`src/rtl/mmt_pkg.sv`:
```
// Package for the multimode 16-bit timer: register map, fields, modes, state types
`default_nettype none
package mmt_pkg;
  // Register offsets (byte addresses, one word each)
  localparam logic [7:0] OFF_COUNT_HIGH = 8'h00;
  localparam logic [7:0] OFF_COUNT_LOW = 8'h04;
  localparam logic [7:0] OFF_RELOAD_HIGH = 8'h08;
  localparam logic [7:0] OFF_RELOAD_LOW = 8'h0c;
  localparam logic [7:0] OFF_PWM_HIGH = 8'h10;
  localparam logic [7:0] OFF_PWM_LOW = 8'h14;
  localparam logic [7:0] OFF_CONTROL = 8'h18;
  localparam logic [7:0] OFF_CONTROL_SECOND = 8'h1c;
  localparam logic [7:0] OFF_IRQ_STATUS = 8'h20;
  localparam logic [7:0] OFF_IRQ_MASK = 8'h24;
  // Control register fields
  localparam int CTL_ENABLE_BIT = 7;
  localparam int CTL_POLARITY_BIT = 6;
  localparam int CTL_PRESCALE_LSB = 3;
  localparam int CTL_MODE_LSB = 0;
  // Second control register: capture mode interrupt source select field
  localparam int CTL2_SRC_LSB = 0;
  localparam logic [1:0] SRC_BOTH = 2'h0;
  localparam logic [1:0] SRC_CAPTURE = 2'h1;
  localparam logic [1:0] SRC_RELOAD = 2'h2;
  // Interrupt status bits
  localparam int IRQ_TIMER_BIT = 0;
  localparam int IRQ_CAPTURE_BIT = 1;
  localparam int IRQ_RELOAD_BIT = 2;
  // Reset values and count constants
  localparam logic [15:0] RST_COUNT = 16'h0001;
  localparam logic [15:0] RST_RELOAD = 16'hffff;
  localparam logic [15:0] RST_PWM = 16'h0000;
  localparam logic [7:0] RST_CONTROL = 8'h00;
  localparam logic [15:0] COUNT_ONE = 16'h0001;
  localparam logic [15:0] COUNT_MAX = 16'hffff;
  // Operating modes, as encoded in the control register mode field
  localparam logic [2:0] MODE_ONE_SHOT = 3'h0;
  localparam logic [2:0] MODE_CONTINUOUS = 3'h1;
  localparam logic [2:0] MODE_COUNTER = 3'h2;
  localparam logic [2:0] MODE_PWM_SINGLE = 3'h3;
  localparam logic [2:0] MODE_CAPTURE = 3'h4;
  localparam logic [2:0] MODE_COMPARE = 3'h5;
  localparam logic [2:0] MODE_GATED = 3'h6;
  localparam logic [2:0] MODE_CAPTURE_COMPARE = 3'h7;
  localparam logic [2:0] STATUS_WIDTH = 3'h3;

  typedef enum logic [0:0] {MMT_IDLE, MMT_ACK} mmt_bus_state_type;
  typedef enum logic [0:0] {MMT_WAIT_EDGE, MMT_RUN} mmt_run_state_type;

  typedef struct packed {
    logic [15:0] count;
    logic [15:0] reload;
    logic [15:0] pwm;
    logic [7:0] control;
    logic [7:0] control_second;
    logic [7:0] hold_low;
    logic [2:0] status;
    logic [2:0] mask;
    logic [7:0] prescale_count;
    logic timer_out;
    logic in_meta;
    logic in_sync;
    logic in_prev;
    logic [31:0] rd_data;
    mmt_bus_state_type bus_state;
    mmt_run_state_type run_state;
  } mmt_state_type;
endpackage : mmt_pkg
`default_nettype wire

```
`src/rtl/mmt_timer.sv`:
```
// Multimode 16-bit timer with classic Wishbone register slave
`default_nettype none

module mmt_timer
  import mmt_pkg::*;
(
  input wire logic clk_i,
  input wire logic rst_i,
  input wire logic ce_i,
  input wire logic cyc_i,
  input wire logic stb_i,
  input wire logic we_i,
  input wire logic [7:0] adr_i,
  input wire logic [3:0] sel_i,
  input wire logic [31:0] dat_i,
  output logic [31:0] dat_o,
  output logic ack_o,
  input wire logic timer_in_i,
  input wire logic dual_pwm_i,
  output logic timer_out_o,
  output logic irq_o
);
  // ****************************************
  // Helpers
  // ****************************************
  function automatic logic [15:0] inc16(input logic [15:0] v);
    inc16 = v + COUNT_ONE;
  endfunction : inc16

  mmt_state_type st;
  mmt_state_type next_st;

  logic enabled;
  logic pol;
  logic [2:0] mode;
  logic [2:0] presc_sel;
  logic [7:0] presc_last;
  logic tick;
  logic rise;
  logic fall;
  logic act_edge;
  logic pin_in;
  logic advance;
  logic reload_hit;
  logic do_capture;
  logic gate_int;
  logic wr_acc;
  logic rd_acc;
  logic [2:0] events;
  logic [1:0] src;

  assign enabled = st.control[CTL_ENABLE_BIT];
  assign pol = st.control[CTL_POLARITY_BIT];
  assign mode = st.control[CTL_MODE_LSB +: 3];
  assign presc_sel = st.control[CTL_PRESCALE_LSB +: 3];
  assign src = st.control_second[CTL2_SRC_LSB +: 2];
  assign presc_last = 8'((9'h001 << presc_sel) - 9'h001);
  // ****************************************
  // Input edge detection
  // ****************************************
  // No input in dual PWM output mode; hold the idle polarity level
  assign pin_in = dual_pwm_i ? pol : st.in_sync;
  assign rise = pin_in & ~st.in_prev;
  assign fall = ~pin_in & st.in_prev;
  assign act_edge = pol ? fall : rise;
  assign tick = (st.prescale_count == presc_last);

  assign wr_acc = cyc_i & stb_i & we_i & (st.bus_state == MMT_IDLE);
  assign rd_acc = cyc_i & stb_i & ~we_i & (st.bus_state == MMT_IDLE);

  always_comb
  begin
    next_st = st;
    advance = 1'b0;
    do_capture = 1'b0;
    gate_int = 1'b0;
    events = '0;
    next_st.in_meta = timer_in_i;
    next_st.in_sync = st.in_meta;
    next_st.in_prev = pin_in;
    // ****************************************
    // Counting
    // ****************************************
    if (enabled)
    begin
      next_st.prescale_count = tick ? 8'h00 : st.prescale_count + 8'h01;
      case (mode)
        MODE_COUNTER:
          advance = act_edge;
        MODE_GATED:
        begin
          advance = tick & (pin_in ^ pol);
          gate_int = pol ? rise : fall;
        end
        MODE_CAPTURE:
        begin
          advance = tick;
          do_capture = act_edge;
        end
        MODE_CAPTURE_COMPARE:
          if (st.run_state == MMT_WAIT_EDGE)
          begin
            // First edge only starts the count
            if (act_edge)
              next_st.run_state = MMT_RUN;
          end
          else
          begin
            advance = tick;
            do_capture = act_edge;
          end
        default:
          advance = tick;
      endcase
    end
    else
    begin
      next_st.prescale_count = 8'h00;
      next_st.run_state = MMT_WAIT_EDGE;
    end
    reload_hit = advance & (st.count == st.reload);
    if (advance)
    begin
      if (reload_hit && mode == MODE_COMPARE)
        next_st.count = inc16(st.count);
      else if (reload_hit)
        next_st.count = COUNT_ONE;
      else
        next_st.count = inc16(st.count);
    end
    if (do_capture)
    begin
      next_st.pwm = st.count;
      if (mode == MODE_CAPTURE_COMPARE)
        next_st.count = COUNT_ONE;
    end
    // ****************************************
    // Output pin
    // ****************************************
    if (!enabled)
      next_st.timer_out = pol;
    else if (mode == MODE_PWM_SINGLE)
    begin
      if (reload_hit)
        next_st.timer_out = pol;
      else if (advance && st.count == st.pwm)
        next_st.timer_out = ~pol;
    end
    else if (reload_hit)
      next_st.timer_out = ~st.timer_out;
    // ****************************************
    // Events
    // ****************************************
    events[IRQ_CAPTURE_BIT] = do_capture;
    events[IRQ_RELOAD_BIT] = reload_hit;
    if (mode == MODE_CAPTURE)
      events[IRQ_TIMER_BIT] = (src != SRC_RELOAD && do_capture)
        || (src != SRC_CAPTURE && reload_hit);
    else
      events[IRQ_TIMER_BIT] = reload_hit | do_capture | gate_int;
    // ****************************************
    // Register bus
    // ****************************************
    next_st.bus_state = MMT_IDLE;
    if (rd_acc || wr_acc)
      next_st.bus_state = MMT_ACK;
    next_st.rd_data = '0;
    if (wr_acc && sel_i[0])
      case (adr_i)
        OFF_COUNT_HIGH: next_st.count[15:8] = dat_i[7:0];
        OFF_COUNT_LOW: next_st.count[7:0] = dat_i[7:0];
        OFF_RELOAD_HIGH: next_st.reload[15:8] = dat_i[7:0];
        OFF_RELOAD_LOW: next_st.reload[7:0] = dat_i[7:0];
        OFF_PWM_HIGH: next_st.pwm[15:8] = dat_i[7:0];
        OFF_PWM_LOW: next_st.pwm[7:0] = dat_i[7:0];
        OFF_CONTROL: next_st.control = dat_i[7:0];
        OFF_CONTROL_SECOND: next_st.control_second = dat_i[7:0];
        OFF_IRQ_MASK: next_st.mask = dat_i[2:0];
        default: ;
      endcase
    // Sticky status; a new event wins over the read clear
    if (rd_acc && adr_i == OFF_IRQ_STATUS)
      next_st.status = events;
    else
      next_st.status = st.status | events;
    if (rd_acc)
      case (adr_i)
        OFF_COUNT_HIGH:
        begin
          next_st.rd_data[7:0] = st.count[15:8];
          if (enabled)
            next_st.hold_low = st.count[7:0];
        end
        OFF_COUNT_LOW:
          next_st.rd_data[7:0] = enabled ? st.hold_low : st.count[7:0];
        OFF_RELOAD_HIGH: next_st.rd_data[7:0] = st.reload[15:8];
        OFF_RELOAD_LOW: next_st.rd_data[7:0] = st.reload[7:0];
        OFF_PWM_HIGH: next_st.rd_data[7:0] = st.pwm[15:8];
        OFF_PWM_LOW: next_st.rd_data[7:0] = st.pwm[7:0];
        OFF_CONTROL: next_st.rd_data[7:0] = st.control;
        OFF_CONTROL_SECOND: next_st.rd_data[7:0] = st.control_second;
        OFF_IRQ_STATUS: next_st.rd_data[2:0] = st.status;
        OFF_IRQ_MASK: next_st.rd_data[2:0] = st.mask;
        default: next_st.rd_data = '0;
      endcase
  end

  always_ff @(posedge clk_i)
  begin
    if (rst_i)
    begin
      st <= '0;
      st.count <= RST_COUNT;
      st.reload <= RST_RELOAD;
      st.pwm <= RST_PWM;
      st.control <= RST_CONTROL;
      st.bus_state <= MMT_IDLE;
      st.run_state <= MMT_WAIT_EDGE;
    end
    else if (ce_i)
      st <= next_st;
  end

  assign ack_o = (st.bus_state == MMT_ACK) & cyc_i & stb_i;
  assign dat_o = st.rd_data;
  assign timer_out_o = st.timer_out;
  assign irq_o = |(st.status & st.mask);

  // ****************************************
  // Checks
  // ****************************************
  AST_COMPARE_NO_RESTART: assert property (@(posedge clk_i) disable iff (rst_i)
    ce_i && enabled && mode == MODE_COMPARE && reload_hit && st.count != COUNT_MAX
    && !(wr_acc && sel_i[0]) |=> st.count == $past(st.count) + 16'h0001)
    else $error("Compare match restarted count");
  AST_WRAP: assert property (@(posedge clk_i) disable iff (rst_i)
    ce_i && advance && !do_capture && st.count == COUNT_MAX && !reload_hit
    && !(wr_acc && sel_i[0]) |=> st.count == 16'h0000)
    else $error("Count did not wrap to zero");
  AST_TOGGLE_RELOAD: assert property (@(posedge clk_i) disable iff (rst_i)
    ce_i && enabled && mode != MODE_PWM_SINGLE && reload_hit
    && !(wr_acc && adr_i == OFF_CONTROL) |=> timer_out_o != $past(timer_out_o))
    else $error("Output did not toggle on reload");
  AST_IDLE_LEVEL: assert property (@(posedge clk_i) disable iff (rst_i)
    ce_i && !enabled ##1 !enabled |-> timer_out_o == $past(pol))
    else $error("Disabled output not at polarity");
  AST_FIRST_EDGE: assert property (@(posedge clk_i) disable iff (rst_i)
    ce_i && enabled && mode == MODE_CAPTURE_COMPARE && st.run_state == MMT_WAIT_EDGE
    |=> !$past(events[IRQ_CAPTURE_BIT]))
    else $error("First edge raised a capture");
  AST_CAPTURE_PWM: assert property (@(posedge clk_i) disable iff (rst_i)
    ce_i && do_capture |=> st.pwm == $past(st.count))
    else $error("Capture not loaded into PWM registers");
  AST_HOLD_LOW: assert property (@(posedge clk_i) disable iff (rst_i)
    ce_i && rd_acc && enabled && adr_i == OFF_COUNT_HIGH |=> st.hold_low == $past(st.count[7:0]))
    else $error("Low byte not held");
  AST_LIVE_LOW: assert property (@(posedge clk_i) disable iff (rst_i)
    ce_i && rd_acc && !enabled && adr_i == OFF_COUNT_LOW |=> dat_o[7:0] == $past(st.count[7:0]))
    else $error("Disabled low read not live");
  AST_CAPTURE_ONLY: assert property (@(posedge clk_i) disable iff (rst_i)
    ce_i && mode == MODE_CAPTURE && src == SRC_CAPTURE && reload_hit && !do_capture
    |-> !events[IRQ_TIMER_BIT])
    else $error("Reload interrupt in capture-only setting");
  // ****************************************
  // Mode, clock enable, bus and status checks
  // ****************************************
  AST_COMPARE_HOLD: assert property (@(posedge clk_i) disable iff (rst_i)
    ce_i && enabled && mode == MODE_COMPARE && !tick && !(wr_acc && sel_i[0])
    |=> st.count == $past(st.count))
    else $error("Count moved between prescaler ticks");
  AST_COMPARE_CLOCK: assert property (@(posedge clk_i) disable iff (rst_i)
    ce_i && enabled && mode == MODE_COMPARE |-> advance == tick)
    else $error("Compare mode not clocked by prescaler");
  AST_COMPARE_TOGGLE: assert property (@(posedge clk_i) disable iff (rst_i)
    ce_i && enabled && mode == MODE_COMPARE && reload_hit
    && !(wr_acc && adr_i == OFF_CONTROL) |=> timer_out_o != $past(timer_out_o))
    else $error("Compare match did not toggle output");
  AST_COMPARE_IRQ: assert property (@(posedge clk_i) disable iff (rst_i)
    ce_i && enabled && mode == MODE_COMPARE && reload_hit |=> st.status[IRQ_TIMER_BIT])
    else $error("Compare match raised no interrupt");
  AST_CAPCMP_WAIT: assert property (@(posedge clk_i) disable iff (rst_i)
    ce_i && enabled && mode == MODE_CAPTURE_COMPARE && st.run_state == MMT_WAIT_EDGE
    |-> !events[IRQ_TIMER_BIT])
    else $error("Interrupt before counting started");
  AST_CAPCMP_START: assert property (@(posedge clk_i) disable iff (rst_i)
    ce_i && enabled && mode == MODE_CAPTURE_COMPARE && st.run_state == MMT_WAIT_EDGE
    && act_edge && !(wr_acc && adr_i == OFF_CONTROL) |=> st.run_state == MMT_RUN)
    else $error("First edge did not start counting");
  AST_RELOAD_ONLY: assert property (@(posedge clk_i) disable iff (rst_i)
    ce_i && mode == MODE_CAPTURE && src == SRC_RELOAD && do_capture && !reload_hit
    |-> !events[IRQ_TIMER_BIT])
    else $error("Capture interrupt in reload-only setting");
  AST_BOTH_SRC: assert property (@(posedge clk_i) disable iff (rst_i)
    ce_i && mode == MODE_CAPTURE && src == SRC_BOTH && (do_capture || reload_hit)
    |-> events[IRQ_TIMER_BIT])
    else $error("Default source missed an event");
  AST_RELOAD_NO_PWM: assert property (@(posedge clk_i) disable iff (rst_i)
    ce_i && reload_hit && !do_capture
    && !(wr_acc && (adr_i == OFF_PWM_HIGH || adr_i == OFF_PWM_LOW))
    |=> st.pwm == $past(st.pwm))
    else $error("Reload disturbed PWM registers");
  AST_COUNTER_EDGE: assert property (@(posedge clk_i) disable iff (rst_i)
    ce_i && enabled && mode == MODE_COUNTER |-> advance == act_edge)
    else $error("Counter mode advanced off the selected edge");
  AST_COUNTER_POL: assert property (@(posedge clk_i) disable iff (rst_i)
    ce_i && enabled && mode == MODE_COUNTER && !pol && fall |-> !advance)
    else $error("Rising-edge counter took a falling edge");
  AST_PWM_MATCH: assert property (@(posedge clk_i) disable iff (rst_i)
    ce_i && enabled && mode == MODE_PWM_SINGLE && advance && st.count == st.pwm
    && !reload_hit && !(wr_acc && adr_i == OFF_CONTROL) |=> timer_out_o == !$past(pol))
    else $error("PWM match level wrong");
  AST_PWM_RELOAD: assert property (@(posedge clk_i) disable iff (rst_i)
    ce_i && enabled && mode == MODE_PWM_SINGLE && reload_hit
    && !(wr_acc && adr_i == OFF_CONTROL) |=> timer_out_o == $past(pol))
    else $error("PWM reload level wrong");
  AST_CAPTURE_EDGE: assert property (@(posedge clk_i) disable iff (rst_i)
    ce_i && enabled && mode == MODE_CAPTURE |-> do_capture == act_edge)
    else $error("Capture off the selected edge");
  AST_GATED_HOLD: assert property (@(posedge clk_i) disable iff (rst_i)
    ce_i && enabled && mode == MODE_GATED && pin_in == pol |-> !advance)
    else $error("Gated count ran while gate closed");
  AST_GATED_IRQ: assert property (@(posedge clk_i) disable iff (rst_i)
    ce_i && enabled && mode == MODE_GATED && (pol ? rise : fall) |-> events[IRQ_TIMER_BIT])
    else $error("Gate close raised no interrupt");
  AST_DUAL_NO_INPUT: assert property (@(posedge clk_i) disable iff (rst_i)
    dual_pwm_i && $past(dual_pwm_i) && $past(ce_i) && $stable(pol) |-> !rise && !fall)
    else $error("Input edge seen in dual PWM mode");
  AST_FREEZE: assert property (@(posedge clk_i) disable iff (rst_i)
    !ce_i |=> $stable(st))
    else $error("State moved with clock enable low");
  AST_ACK_ONE: assert property (@(posedge clk_i) disable iff (rst_i)
    ce_i && ack_o |=> !ack_o)
    else $error("Acknowledge longer than one cycle");
  AST_READ_CLEAR: assert property (@(posedge clk_i) disable iff (rst_i)
    ce_i && rd_acc && adr_i == OFF_IRQ_STATUS && events == 3'h0 |=> st.status == 3'h0)
    else $error("Status read did not clear");
  AST_STICKY: assert property (@(posedge clk_i) disable iff (rst_i)
    ce_i && events[IRQ_TIMER_BIT] |=> st.status[IRQ_TIMER_BIT])
    else $error("Timer event not recorded");
  AST_CAPTURE_IRQ: assert property (@(posedge clk_i) disable iff (rst_i)
    ce_i && mode == MODE_CAPTURE && src == SRC_CAPTURE && do_capture
    |-> events[IRQ_TIMER_BIT])
    else $error("Capture-only setting missed a capture");
endmodule : mmt_timer
`default_nettype wire

```
`config.mk`:
```
export PLATFORM = sky130hd
export DESIGN_NAME = mmt_timer
export DESIGN_NICKNAME = d
export VERILOG_FILES = /design/src/rtl/mmt_pkg.sv /design/src/rtl/mmt_timer.sv
export SDC_FILE = /design/constraint.sdc
export NUM_CORES = 1
export LEC_CHECK = 0
export BUFFER_PORTS_ARGS = -buffer_cell sky130_fd_sc_hd__buf_2
export CAP_MARGIN = 25
export CORE_MARGIN = 5
export CORE_UTILIZATION = 45
export DETAILED_ROUTE_END_ITERATION = 7
export GPL_TIMING_DRIVEN = 0
export PLACE_DENSITY = 0.68
export SETUP_SLACK_MARGIN = 0.02
export SLEW_MARGIN = 25
export SYNTH_ARGS = -nofsm -noshare
export SYNTH_HDL_FRONTEND = slang
export SYNTH_SLANG_ARGS = --single-unit
```
`constraint.sdc`:
```
create_clock -name clk_i -period 3.6 [get_ports clk_i]
set_input_delay 0 -clock clk_i [delete_from_list [all_inputs] [get_ports clk_i]]
set_output_delay 0 -clock clk_i [all_outputs]
set_load 0.01 [all_outputs]
```
==> impl_metrics.json, run 1 <==
{
  "slowest_delay_ns": 0.63,
  "first_global_vias": 5850,
  "critPathMaxFanout": 10,
  "setup_viol": 0,
  "cp.required_ns": 3.82,
  "die_area_um2": 16800,
  "final.setup.tns_ns": 0,
  "min-delay-start": "stb_i",
  "rsz0062_at_grt": "false",
  "synth_edf_count": 0,
  "worstMarginPinSlew_ns": 0.869,
  "reg2regPathDepth": 9,
  "relSlewSlack": 0.420,
  "fin_util": 0.518,
  "fp.dieW_um": 130,
  "ys_top_cells_by_count": "dfxtp_1, nor2_1, nand2_1",
  "post_cts_resized": 0,
  "timing.final.ws_setup_ns": 0.685,
  "grt_pass1_wl_mm": 33.8,
  "yosysSeqAreaShare": 0.311,
  "reg2reg_from": "st[108]$_SDFFE_PP1P_",
  "postSynthAreaPerCell_um2": 7.93,
  "wire_per_inst_um": 20.8,
  "num-fill-cells": 1411,
  "port_buffers": 26,
  "synth_area_um2": 6430,
  "gp_congestion": 0.982,
  "ys.flop_type": "dfxtp_1",
  "dpl_worst_slack_ns": 0.812,
  "fin_crit_ns": 2.92,
  "power_leakage_nw": 2.68,
  "cts-root-buf": "clkbuf_16",
  "syn_inst": 811,
  "seqCellArea_um2": 2000,
  "finalHoldViolCount": 0,
  "ys.warnings.count": 0,
  "antennaDiodeCount": 0,
  "coreArea_um2": 13900,
  "finalCritPeriodShare": 0.810,
  "total_power_mw": 2.38,
  "multi_input_area_um2": 3830,
  "crit_chain": "buf_2, xnor2_1, nand4_1, nor4_4, nand3_1, nor3_4, nor2_2, a41oi_1, o311ai_1",
  "cts_setup_buffers": 0,
  "fmax_ghz": 0.343,
  "synth_top_area_share": 0.311,
  "regToRegSetupSlack_ns": 0.68,
  "hold_path_class": "in -> reg",
  "cap_violations": 0,
  "drv_slew": 0,
  "cts_tree": "built",
  "instances_no_fill": 1057,
  "cts_max_level": 3,
  "regToRegEndpoint": "st[116]$_SDFFE_PP0P_",
  "clk_pin_slew_ns": 0.07,
  "totalWireLength_mm": 21.9,
  "cts_sinks": 100,
  "critPathSlowestCell": "nor4_4",
  "drc_errors": 0,
  "cts_made_buffers": 9,
  "ys_ff_latch": 100,
  "hold_depth": 5,
  "syn2layout_area_growth_pct": 12.2,
  "ir_drop_mv": 0.266,
  "drtIter0Drc": 705,
  "powerDensity_nw_per_um2": 330,
  "status": "finished clean",
  "dp_cells": 1040,
  "drive_gt1_frac": 0.144,
  "synthArstFlopShare": 0,
  "antenna_found_initial": 0,
  "crit_path_end_kind": "flop",
  "yosysTopAreaCell": "dfxtp_1",
  "cp_top_family": "simple AND/OR/NAND/NOR gates",
  "via_per_inst": 6.06,
  "ios": 87,
  "gr-total-overflow": 0,
  "drtPass1Iterations": 6,
  "cp.arrival_ns": 3.13,
  "clk_latency_ns": 0.36,
  "grt_max_degree": 17,
  "cp_num_buf_inv": 1,
  "worstSetupPathType": "reg -> reg",
  "synth.distinct_cells": 77,
  "track_usage": 0.261,
  "yosys-top-cells-area": "dfxtp_1, mux2i_1, nor2_1",
  "hpwlAfterDp_mm": 15.9,
  "vias": 6409,
  "start_kind": "flop",
  "rows": 43,
  "skew_ns": 0.00669,
  "clk_path_buf_depth": 2,
  "ant_nets": 0,
  "crit_cells": 9,
  "holdPathEnd": "st[1]$_SDFFE_PP0P_",
  "yosysMostFrequentCell": "dfxtp_1",
  "die_h_um": 130,
  "start_util": 0.462,
  "setup.worst_path.start": "st[108]$_SDFFE_PP1P_",
  "nets": 927
}
==> where the power goes <==
group / switching, mW / internal [mW]
combinational: 0.125 / 0.0558
clock: 0.459 / 0.629
sequential: 0.00258 / 1.11
total: 0.587 / 1.79
==> registers in the layout, summed over array words and instances, names as in the netlist <==
signal,count
src,2
st,80
enabled,1
dat_o,8
timer_out_o,1
pol,1
presc_sel,3
next_st,1
mode,3
==> metrics by stage <==
| step | hold slack [ns] | area, um^2 |
|---|---|---|
| after floorplan | 0.147 | 6520 |
| after global placement | 0.247 | 6880 |
| after detailed placement | 0.262 | 6880 |
| after CTS | 0.0327 | 7220 |
| after global routing | 0.0687 | 7220 |
| final | 0.0398 | 7220 |
==> metal layers <==
metal  vias up  wire, um  track usage
met4         0       502       0.0789
met3        36      2460       0.0725
met5         -         0            0
met2       389      9830        0.400
li1       3011         -            -
met1      2973      9150        0.359
==> layout by cell type, fill, tap and decap left out, types with 4 or more instances in the layout <==
cell type,synthesis,routed
a2111oi_0,4,4
a211o_1,17,17
a211oi_1,20,20
a21oi_1,47,47
a221oi_1,5,5
a222oi_1,4,4
a22oi_1,9,9
a31oi_1,8,8
a32oi_1,6,6
a41oi_1,4,4
and2_1,7,7
and3_1,23,23
buf_1,4,4
buf_2,17,43
buf_4,34,34
buf_6,6,6
clkbuf_1,38,38
clkbuf_16,0,9
clkbuf_8,5,6
conb_1,1,24
dfxtp_1,100,100
inv_1,12,12
mux2i_1,36,36
nand2_1,73,73
nand2b_1,10,10
nand3_1,29,29
nand4_1,16,16
nand4b_1,4,4
nor2_1,84,84
nor2b_1,11,11
nor3_1,14,14
nor3b_1,8,8
nor4_1,5,5
o211ai_1,4,4
o21ai_0,32,32
o22ai_1,18,18
xnor2_1,30,30
==> cells by family after synthesis <==
family	count (synthesis)	synth area share
XOR/XNOR	33	0.0449
AO/OA/AOI/OAI	211	0.228
flip-flops	100	0.311
multiplexers	38	0.0595
AND/OR/NAND/NOR	309	0.245
other	1	0.000583
adder cells (fa/ha/maj)	2	0.00389
buffers and inverters	117	0.107
==> area by class of cell <==
class                      count  area share
clock inverter                 5      0.0118
inverter                      12     0.00624
clock buffer                  10      0.0331
timing repair buffer          28      0.0208
tap                          180      0.0312
sequential                   100       0.277
buffer                       105      0.0889
multi-input combinational    617       0.531
==> tightest hold or removal path: cells and delay by family <==
| family | cells | cell delay (ns) |
|---|---|---|
| AO/OA/AOI/OAI | 1 | 0.06 |
| buffers and inverters | 1 | 0.10 |
| AND/OR/NAND/NOR | 3 | 0.18 |
==> how the worst max path moves through the flow <==
stage / end / slack [ns]
floorplan: st[116]$_SDFFE_PP0P_ / 1.43
global placement: st[116]$_SDFFE_PP0P_ / 0.80
detailed placement: st[116]$_SDFFE_PP0P_ / 0.81
CTS: st[116]$_SDFFE_PP0P_ / 0.78
global route: st[116]$_SDFFE_PP0P_ / 0.57
finish: st[116]$_SDFFE_PP0P_ / 0.68
==> timing repair <==
action,4_1_cts,5_1_grt
hold buffers,2,0
endpoints found under the hold margin,2,0
endpoints found under the setup margin,0,0
(Power assumes the default switching activity.)
==> run 2, diff against run 1 <==
Clock period 3.6 ns to 3 ns, I/O delays scaled along.
==> run 2 against run 1 <==
Compared with the run above: routed wire length increased by 0.40%; final cell count increased by 0.19%; design area increased by 0.21%; via count increased by 0.14%; critical path type unchanged.
==> impl_metrics.json, run 2 (synthesized netlist as in run 1, its figures left out) <==
{
  "status": "finished clean",
  "drv_slew": 0,
  "cts_max_level": 3,
  "syn2layout_area_growth_pct": 12.4,
  "clk_pin_slew_ns": 0.07,
  "cp.arrival_ns": 2.95,
  "first_global_vias": 5850,
  "finalHoldViolCount": 0,
  "vias": 6418,
  "start_kind": "flop",
  "powerDensity_nw_per_um2": 394,
  "antenna_found_initial": 0,
  "fp.dieW_um": 130,
  "die_area_um2": 16800,
  "rows": 43,
  "place_area_um2": 6880,
  "total_power_mw": 2.85,
  "pwr-share-comb": 0.076,
  "final_area_um2": 7240,
  "seqPwrFrac": 0.467,
  "ant_nets": 0,
  "cts_sinks": 100,
  "antennaDiodeCount": 0,
  "gr-total-overflow": 0,
  "rsz0062_at_grt": "false",
  "largest_register_ffs": 80,
  "drtIter0Drc": 692,
  "fmax_ghz": 0.366,
  "power_leakage_nw": 2.69,
  "track_usage": 0.261,
  "largest-register": "st",
  "grt_pass1_wl_mm": 33.8,
  "worstSetupPathType": "reg -> reg",
  "coreArea_um2": 13900,
  "clk_path_buf_depth": 2,
  "instances_no_fill": 1059,
  "cts-root-buf": "clkbuf_16",
  "relSlewSlack": 0.429,
  "drive_gt1_frac": 0.146,
  "clkPwrFrac": 0.457,
  "setup_viol": 0,
  "layout_commonest_cell": "dfxtp_1",
  "final_cell_mix": "dfxtp_1, nor2_1, nand2_1",
  "seqCellArea_um2": 2000,
  "multi_input_area_um2": 3830,
  "cap_violations": 0,
  "drc_errors": 0,
  "fin_crit_ns": 2.73,
  "hold_ws_ns": 0.0376,
  "worstMarginPinSlew_ns": 0.856,
  "ir_drop_mv": 0.320,
  "via_per_inst": 6.06,
  "clk_latency_ns": 0.36,
  "num-fill-cells": 1412,
  "grt_max_degree": 17,
  "power.switching_uw": 702,
  "hold_path_class": "in -> reg",
  "critPathMaxFanout": 10,
  "totalWireLength_mm": 22.0,
  "cp.required_ns": 3.22,
  "drtPass1Iterations": 6,
  "skew_ns": 0.00483,
  "ios": 87,
  "nets": 929,
  "cts_tree": "built",
  "finalCritPeriodShare": 0.910,
  "start_util": 0.462,
  "switching_share": 0.246,
  "die_h_um": 130,
  "internal_power_mw": 2.15,
  "wire_per_inst_um": 20.8,
  "port_buffers": 26,
  "final.setup.tns_ns": 0,
  "crit_path_end_kind": "flop",
  "cts_made_buffers": 9,
  "gp_congestion": 0.982,
  "dp_cells": 1040,
  "hpwlAfterDp_mm": 15.9
}
==> run 2: worst paths after layout <==
path                   startpoint              endpoint  slack, ns  cells past startpoint
max          st[121]$_SDFFE_PP0P_  st[116]$_SDFFE_PP0P_       0.27                     10
min                         stb_i    st[1]$_SDFFE_PP0P_       0.04                      5
max reg2reg  st[121]$_SDFFE_PP0P_  st[116]$_SDFFE_PP0P_       0.27                     10
min reg2reg   st[54]$_SDFFE_PP0P_   st[54]$_SDFFE_PP0P_       0.45                      2
==> run 2: cell type report <==
cell class,instances,area share
plain buffers,105,0.0887
flip-flops and latches,100,0.277
inverters,12,0.00623
multi-input cells,617,0.530
clock inverters,5,0.0118
clock buffers,10,0.0330
repair buffers,30,0.0228
well taps,180,0.0311
==> run 2: per-stage QoR <==
| step | util | worst slack (ns) |
|---|---|---|
| 2_1_floorplan | - | 0.828 |
| 3_3_place_gp | 0.493 | 0.204 |
| 3_5_place_dp | 0.493 | 0.212 |
| 4_1_cts | 0.518 | 0.183 |
| 5_1_grt | 0.519 | 0.196 |
| 6_report | 0.519 | 0.269 |
==> run 2: timing repair <==
action | in CTS | in global routing
hold buffers | 2 | 0
setup endpoints to repair | 0 | 1
hold endpoints to repair | 2 | 0
gates resized for setup | 0 | 0
setup buffers | 0 | 2
==> run 2: power groups by stage <==
stage               Combinational, mW  Sequential [mW]  Clock (mW)
floorplan                       0.133             1.36           0
global placement                0.208             1.36           0
detailed placement              0.206             1.36           0
CTS                             0.209             1.33        1.32
global route                    0.230             1.33        1.36
finish                          0.217             1.33        1.30
==> run 2: worst max-delay path, stage by stage (launching register included) <==
cell      delay, ns
dfxtp_1        0.31
buf_2          0.26
xnor2_1        0.16
nand4_1        0.18
nor4_4         0.30
buf_4          0.21
nand3_1        0.13
nor3_4         0.41
nor2_2         0.20
a41oi_1        0.29
o311ai_1       0.14
==> run 2: layer usage <==
layer / part of all wire / routed length, um / GRT usage / up-vias
met3: 0.11 / 2350 / 0.0725 / 49
met1: 0.42 / 9250 / 0.359 / 3002
li1: - / - / - / 3017
met4: 0.027 / 587 / 0.0789 / 0
met2: 0.45 / 9840 / 0.400 / 350
met5: 0 / 0 / 0 / -
==> run 3, diff against run 2 <==
Settings changed: CORE_UTILIZATION 45 to 59, CTS_CLUSTER_DIAMETER from default to 60, MAX_ROUTING_LAYER from default to met4, PLACE_DENSITY 0.68 to 0.84.
==> run 3 against run 2 <==
Compared with the run above: setup slack got worse by 0.092 ns; clock-buffer cell count decreased by 1; worst hold slack got worse by 0.036 ns; flip-flop and latch count unchanged; die area shrank 22%; via count rose by 2.0%; clock skew is 0.0095 ns higher; global-route usage grew 6.5 points; combinational power hardly changed; critical path type unchanged; highest routed layer unchanged.
==> impl_metrics.json, run 3 (synthesized netlist as in run 1, its figures left out) <==
{
  "grt_max_degree": 20,
  "cts_tree": "built",
  "die_h_um": 114,
  "drtPass1Iterations": 7,
  "cap_violations": 0,
  "coreArea_um2": 10700,
  "powerDensity_nw_per_um2": 343,
  "cp.arrival_ns": 3.07,
  "rows": 38,
  "track_usage": 0.326,
  "fp.dieW_um": 114,
  "regToRegEndpoint": "st[116]$_SDFFE_PP0P_",
  "start_util": 0.599,
  "drtIter0Drc": 1007,
  "cts_setup_buffers": 0,
  "finalCritPeriodShare": 0.941,
  "clk_latency_ns": 0.38,
  "reg2regPathDepth": 9,
  "fin_util": 0.656,
  "holdPathEnd": "st[1]$_SDFFE_PP0P_",
  "clk_pin_slew_ns": 0.11,
  "ios": 87,
  "hold_depth": 5,
  "rsz0062_at_grt": "false",
  "cts_max_level": 3,
  "largest-register": "st",
  "via_per_inst": 6.43,
  "relSlewSlack": 0.466,
  "critPathSlowestCell": "nor4_4",
  "cts_made_buffers": 9,
  "cts-root-buf": "clkbuf_8",
  "grt_pass1_wl_mm": 32.4,
  "totalWireLength_mm": 20.9,
  "drive_gt1_frac": 0.144,
  "crit_path_end_kind": "flop",
  "nets": 928,
  "antennaDiodeCount": 0,
  "wire_per_inst_um": 20.6,
  "power_leakage_nw": 2.62,
  "hold_path_class": "in -> reg",
  "crit_chain": "buf_2, xnor2_1, nand4_1, nor4_4, nand3_1, nor3_4, nor2_2, a41oi_1, o311ai_1",
  "hpwlAfterDp_mm": 15.0,
  "clk_path_buf_depth": 2,
  "gp_congestion": 1.06,
  "skew_ns": 0.0144,
  "fin_crit_ns": 2.82,
  "worstMarginPinSlew_ns": 0.802,
  "antenna_found_initial": 0,
  "status": "finished clean",
  "ir_drop_mv": 0.299,
  "final_cell_mix": "dfxtp_1, nor2_1, nand2_1",
  "slowest_delay_ns": 0.60,
  "ant_nets": 0,
  "port_buffers": 26,
  "gr-total-overflow": 0,
  "final.setup.tns_ns": 0,
  "fmax_ghz": 0.354,
  "cts_sinks": 100,
  "reg2reg_from": "st[116]$_SDFFE_PP0P_",
  "first_global_vias": 6066,
  "start_kind": "flop",
  "layout_commonest_cell": "dfxtp_1",
  "largest_register_ffs": 80,
  "regToRegSetupSlack_ns": 0.18,
  "worstSetupPathType": "reg -> reg",
  "cp.required_ns": 3.25,
  "drv_slew": 0,
  "drc_errors": 0,
  "min-delay-start": "stb_i",
  "setup_viol": 0,
  "die_area_um2": 13100,
  "finalHoldViolCount": 0,
  "critPathMaxFanout": 10,
  "vias": 6548,
  "syn2layout_area_growth_pct": 9.59
}
run 3: cell type report:
| type | instances | area (um^2) |
|---|---|---|
| repair buffers | 29 | 160 |
| plain buffers | 105 | 642 |
| multi-input cells | 617 | 3830 |
| well taps | 140 | 175 |
| fillers | 960 | 3690 |
| clock buffers | 9 | 124 |
| clock inverters | 7 | 71.3 |
| inverters | 12 | 45.0 |
| flip-flops and latches | 100 | 2000 |
run 3: repair_timing:
item / 4_1_cts / 5_1_grt
resized for setup: 0 / 0
hold endpoints to repair: 3 / 0
hold buffers: 3 / 0
run 3: power by group:
group          leakage (nW)  internal [mW]  switching [mW]  total [mW]
Sequential            0.807           1.33         0.00296        1.33
Combinational          1.72         0.0677           0.149       0.217
Clock                0.0922          0.323           0.545       0.869
Total                  2.62           1.72           0.698        2.42
run 3: how the worst max path moves through the flow:
stage                      endpoint            startpoint  slack, ns
2_1_floorplan  st[116]$_SDFFE_PP0P_  st[108]$_SDFFE_PP1P_       0.83
3_3_place_gp   st[116]$_SDFFE_PP0P_  st[109]$_SDFFE_PP0P_       0.31
3_5_place_dp   st[116]$_SDFFE_PP0P_  st[108]$_SDFFE_PP1P_       0.30
4_1_cts        st[116]$_SDFFE_PP0P_  st[108]$_SDFFE_PP1P_       0.28
5_1_grt        st[116]$_SDFFE_PP0P_  st[116]$_SDFFE_PP0P_       0.05
6_report       st[116]$_SDFFE_PP0P_  st[116]$_SDFFE_PP0P_       0.18
run 3: per-stage QoR:
| stage | total power [mW] | area, um^2 | cells | setup slack, ns | hold WS [ns] |
|---|---|---|---|---|---|
| final | 2.42 | 7050 | 1019 | 0.177 | 0.00129 |
| after global routing | 2.49 | 7050 | 1019 | 0.0513 | 0.0389 |
| after CTS | 2.40 | 7050 | 1019 | 0.283 | 0.00120 |
| after detailed placement | 1.57 | 6830 | 1000 | 0.305 | 0.253 |
| after global placement | 1.57 | 6830 | 1000 | 0.311 | 0.245 |
| after floorplan | 1.50 | 6520 | 834 | 0.828 | 0.147 |
run 3: worst max-delay path: cells and delay by family, from the launching register on:
kind | cells | cell delay (ns)
and+or+nand+nor | 5 | 1.61
AOI/OAI and AO/OA | 2 | 0.36
DFF | 1 | 0.32
buffers and inverters | 1 | 0.24
xor gates and xnor gates | 1 | 0.16
run 3: layer usage:
layer  up-vias  global-route usage  wire length [um]
li1       3018                   -                 -
met1      2992               0.424              8220
met2       439               0.476              9170
met3        99              0.0999              2690
met4         0               0.124               853
met5         -                   -                 0
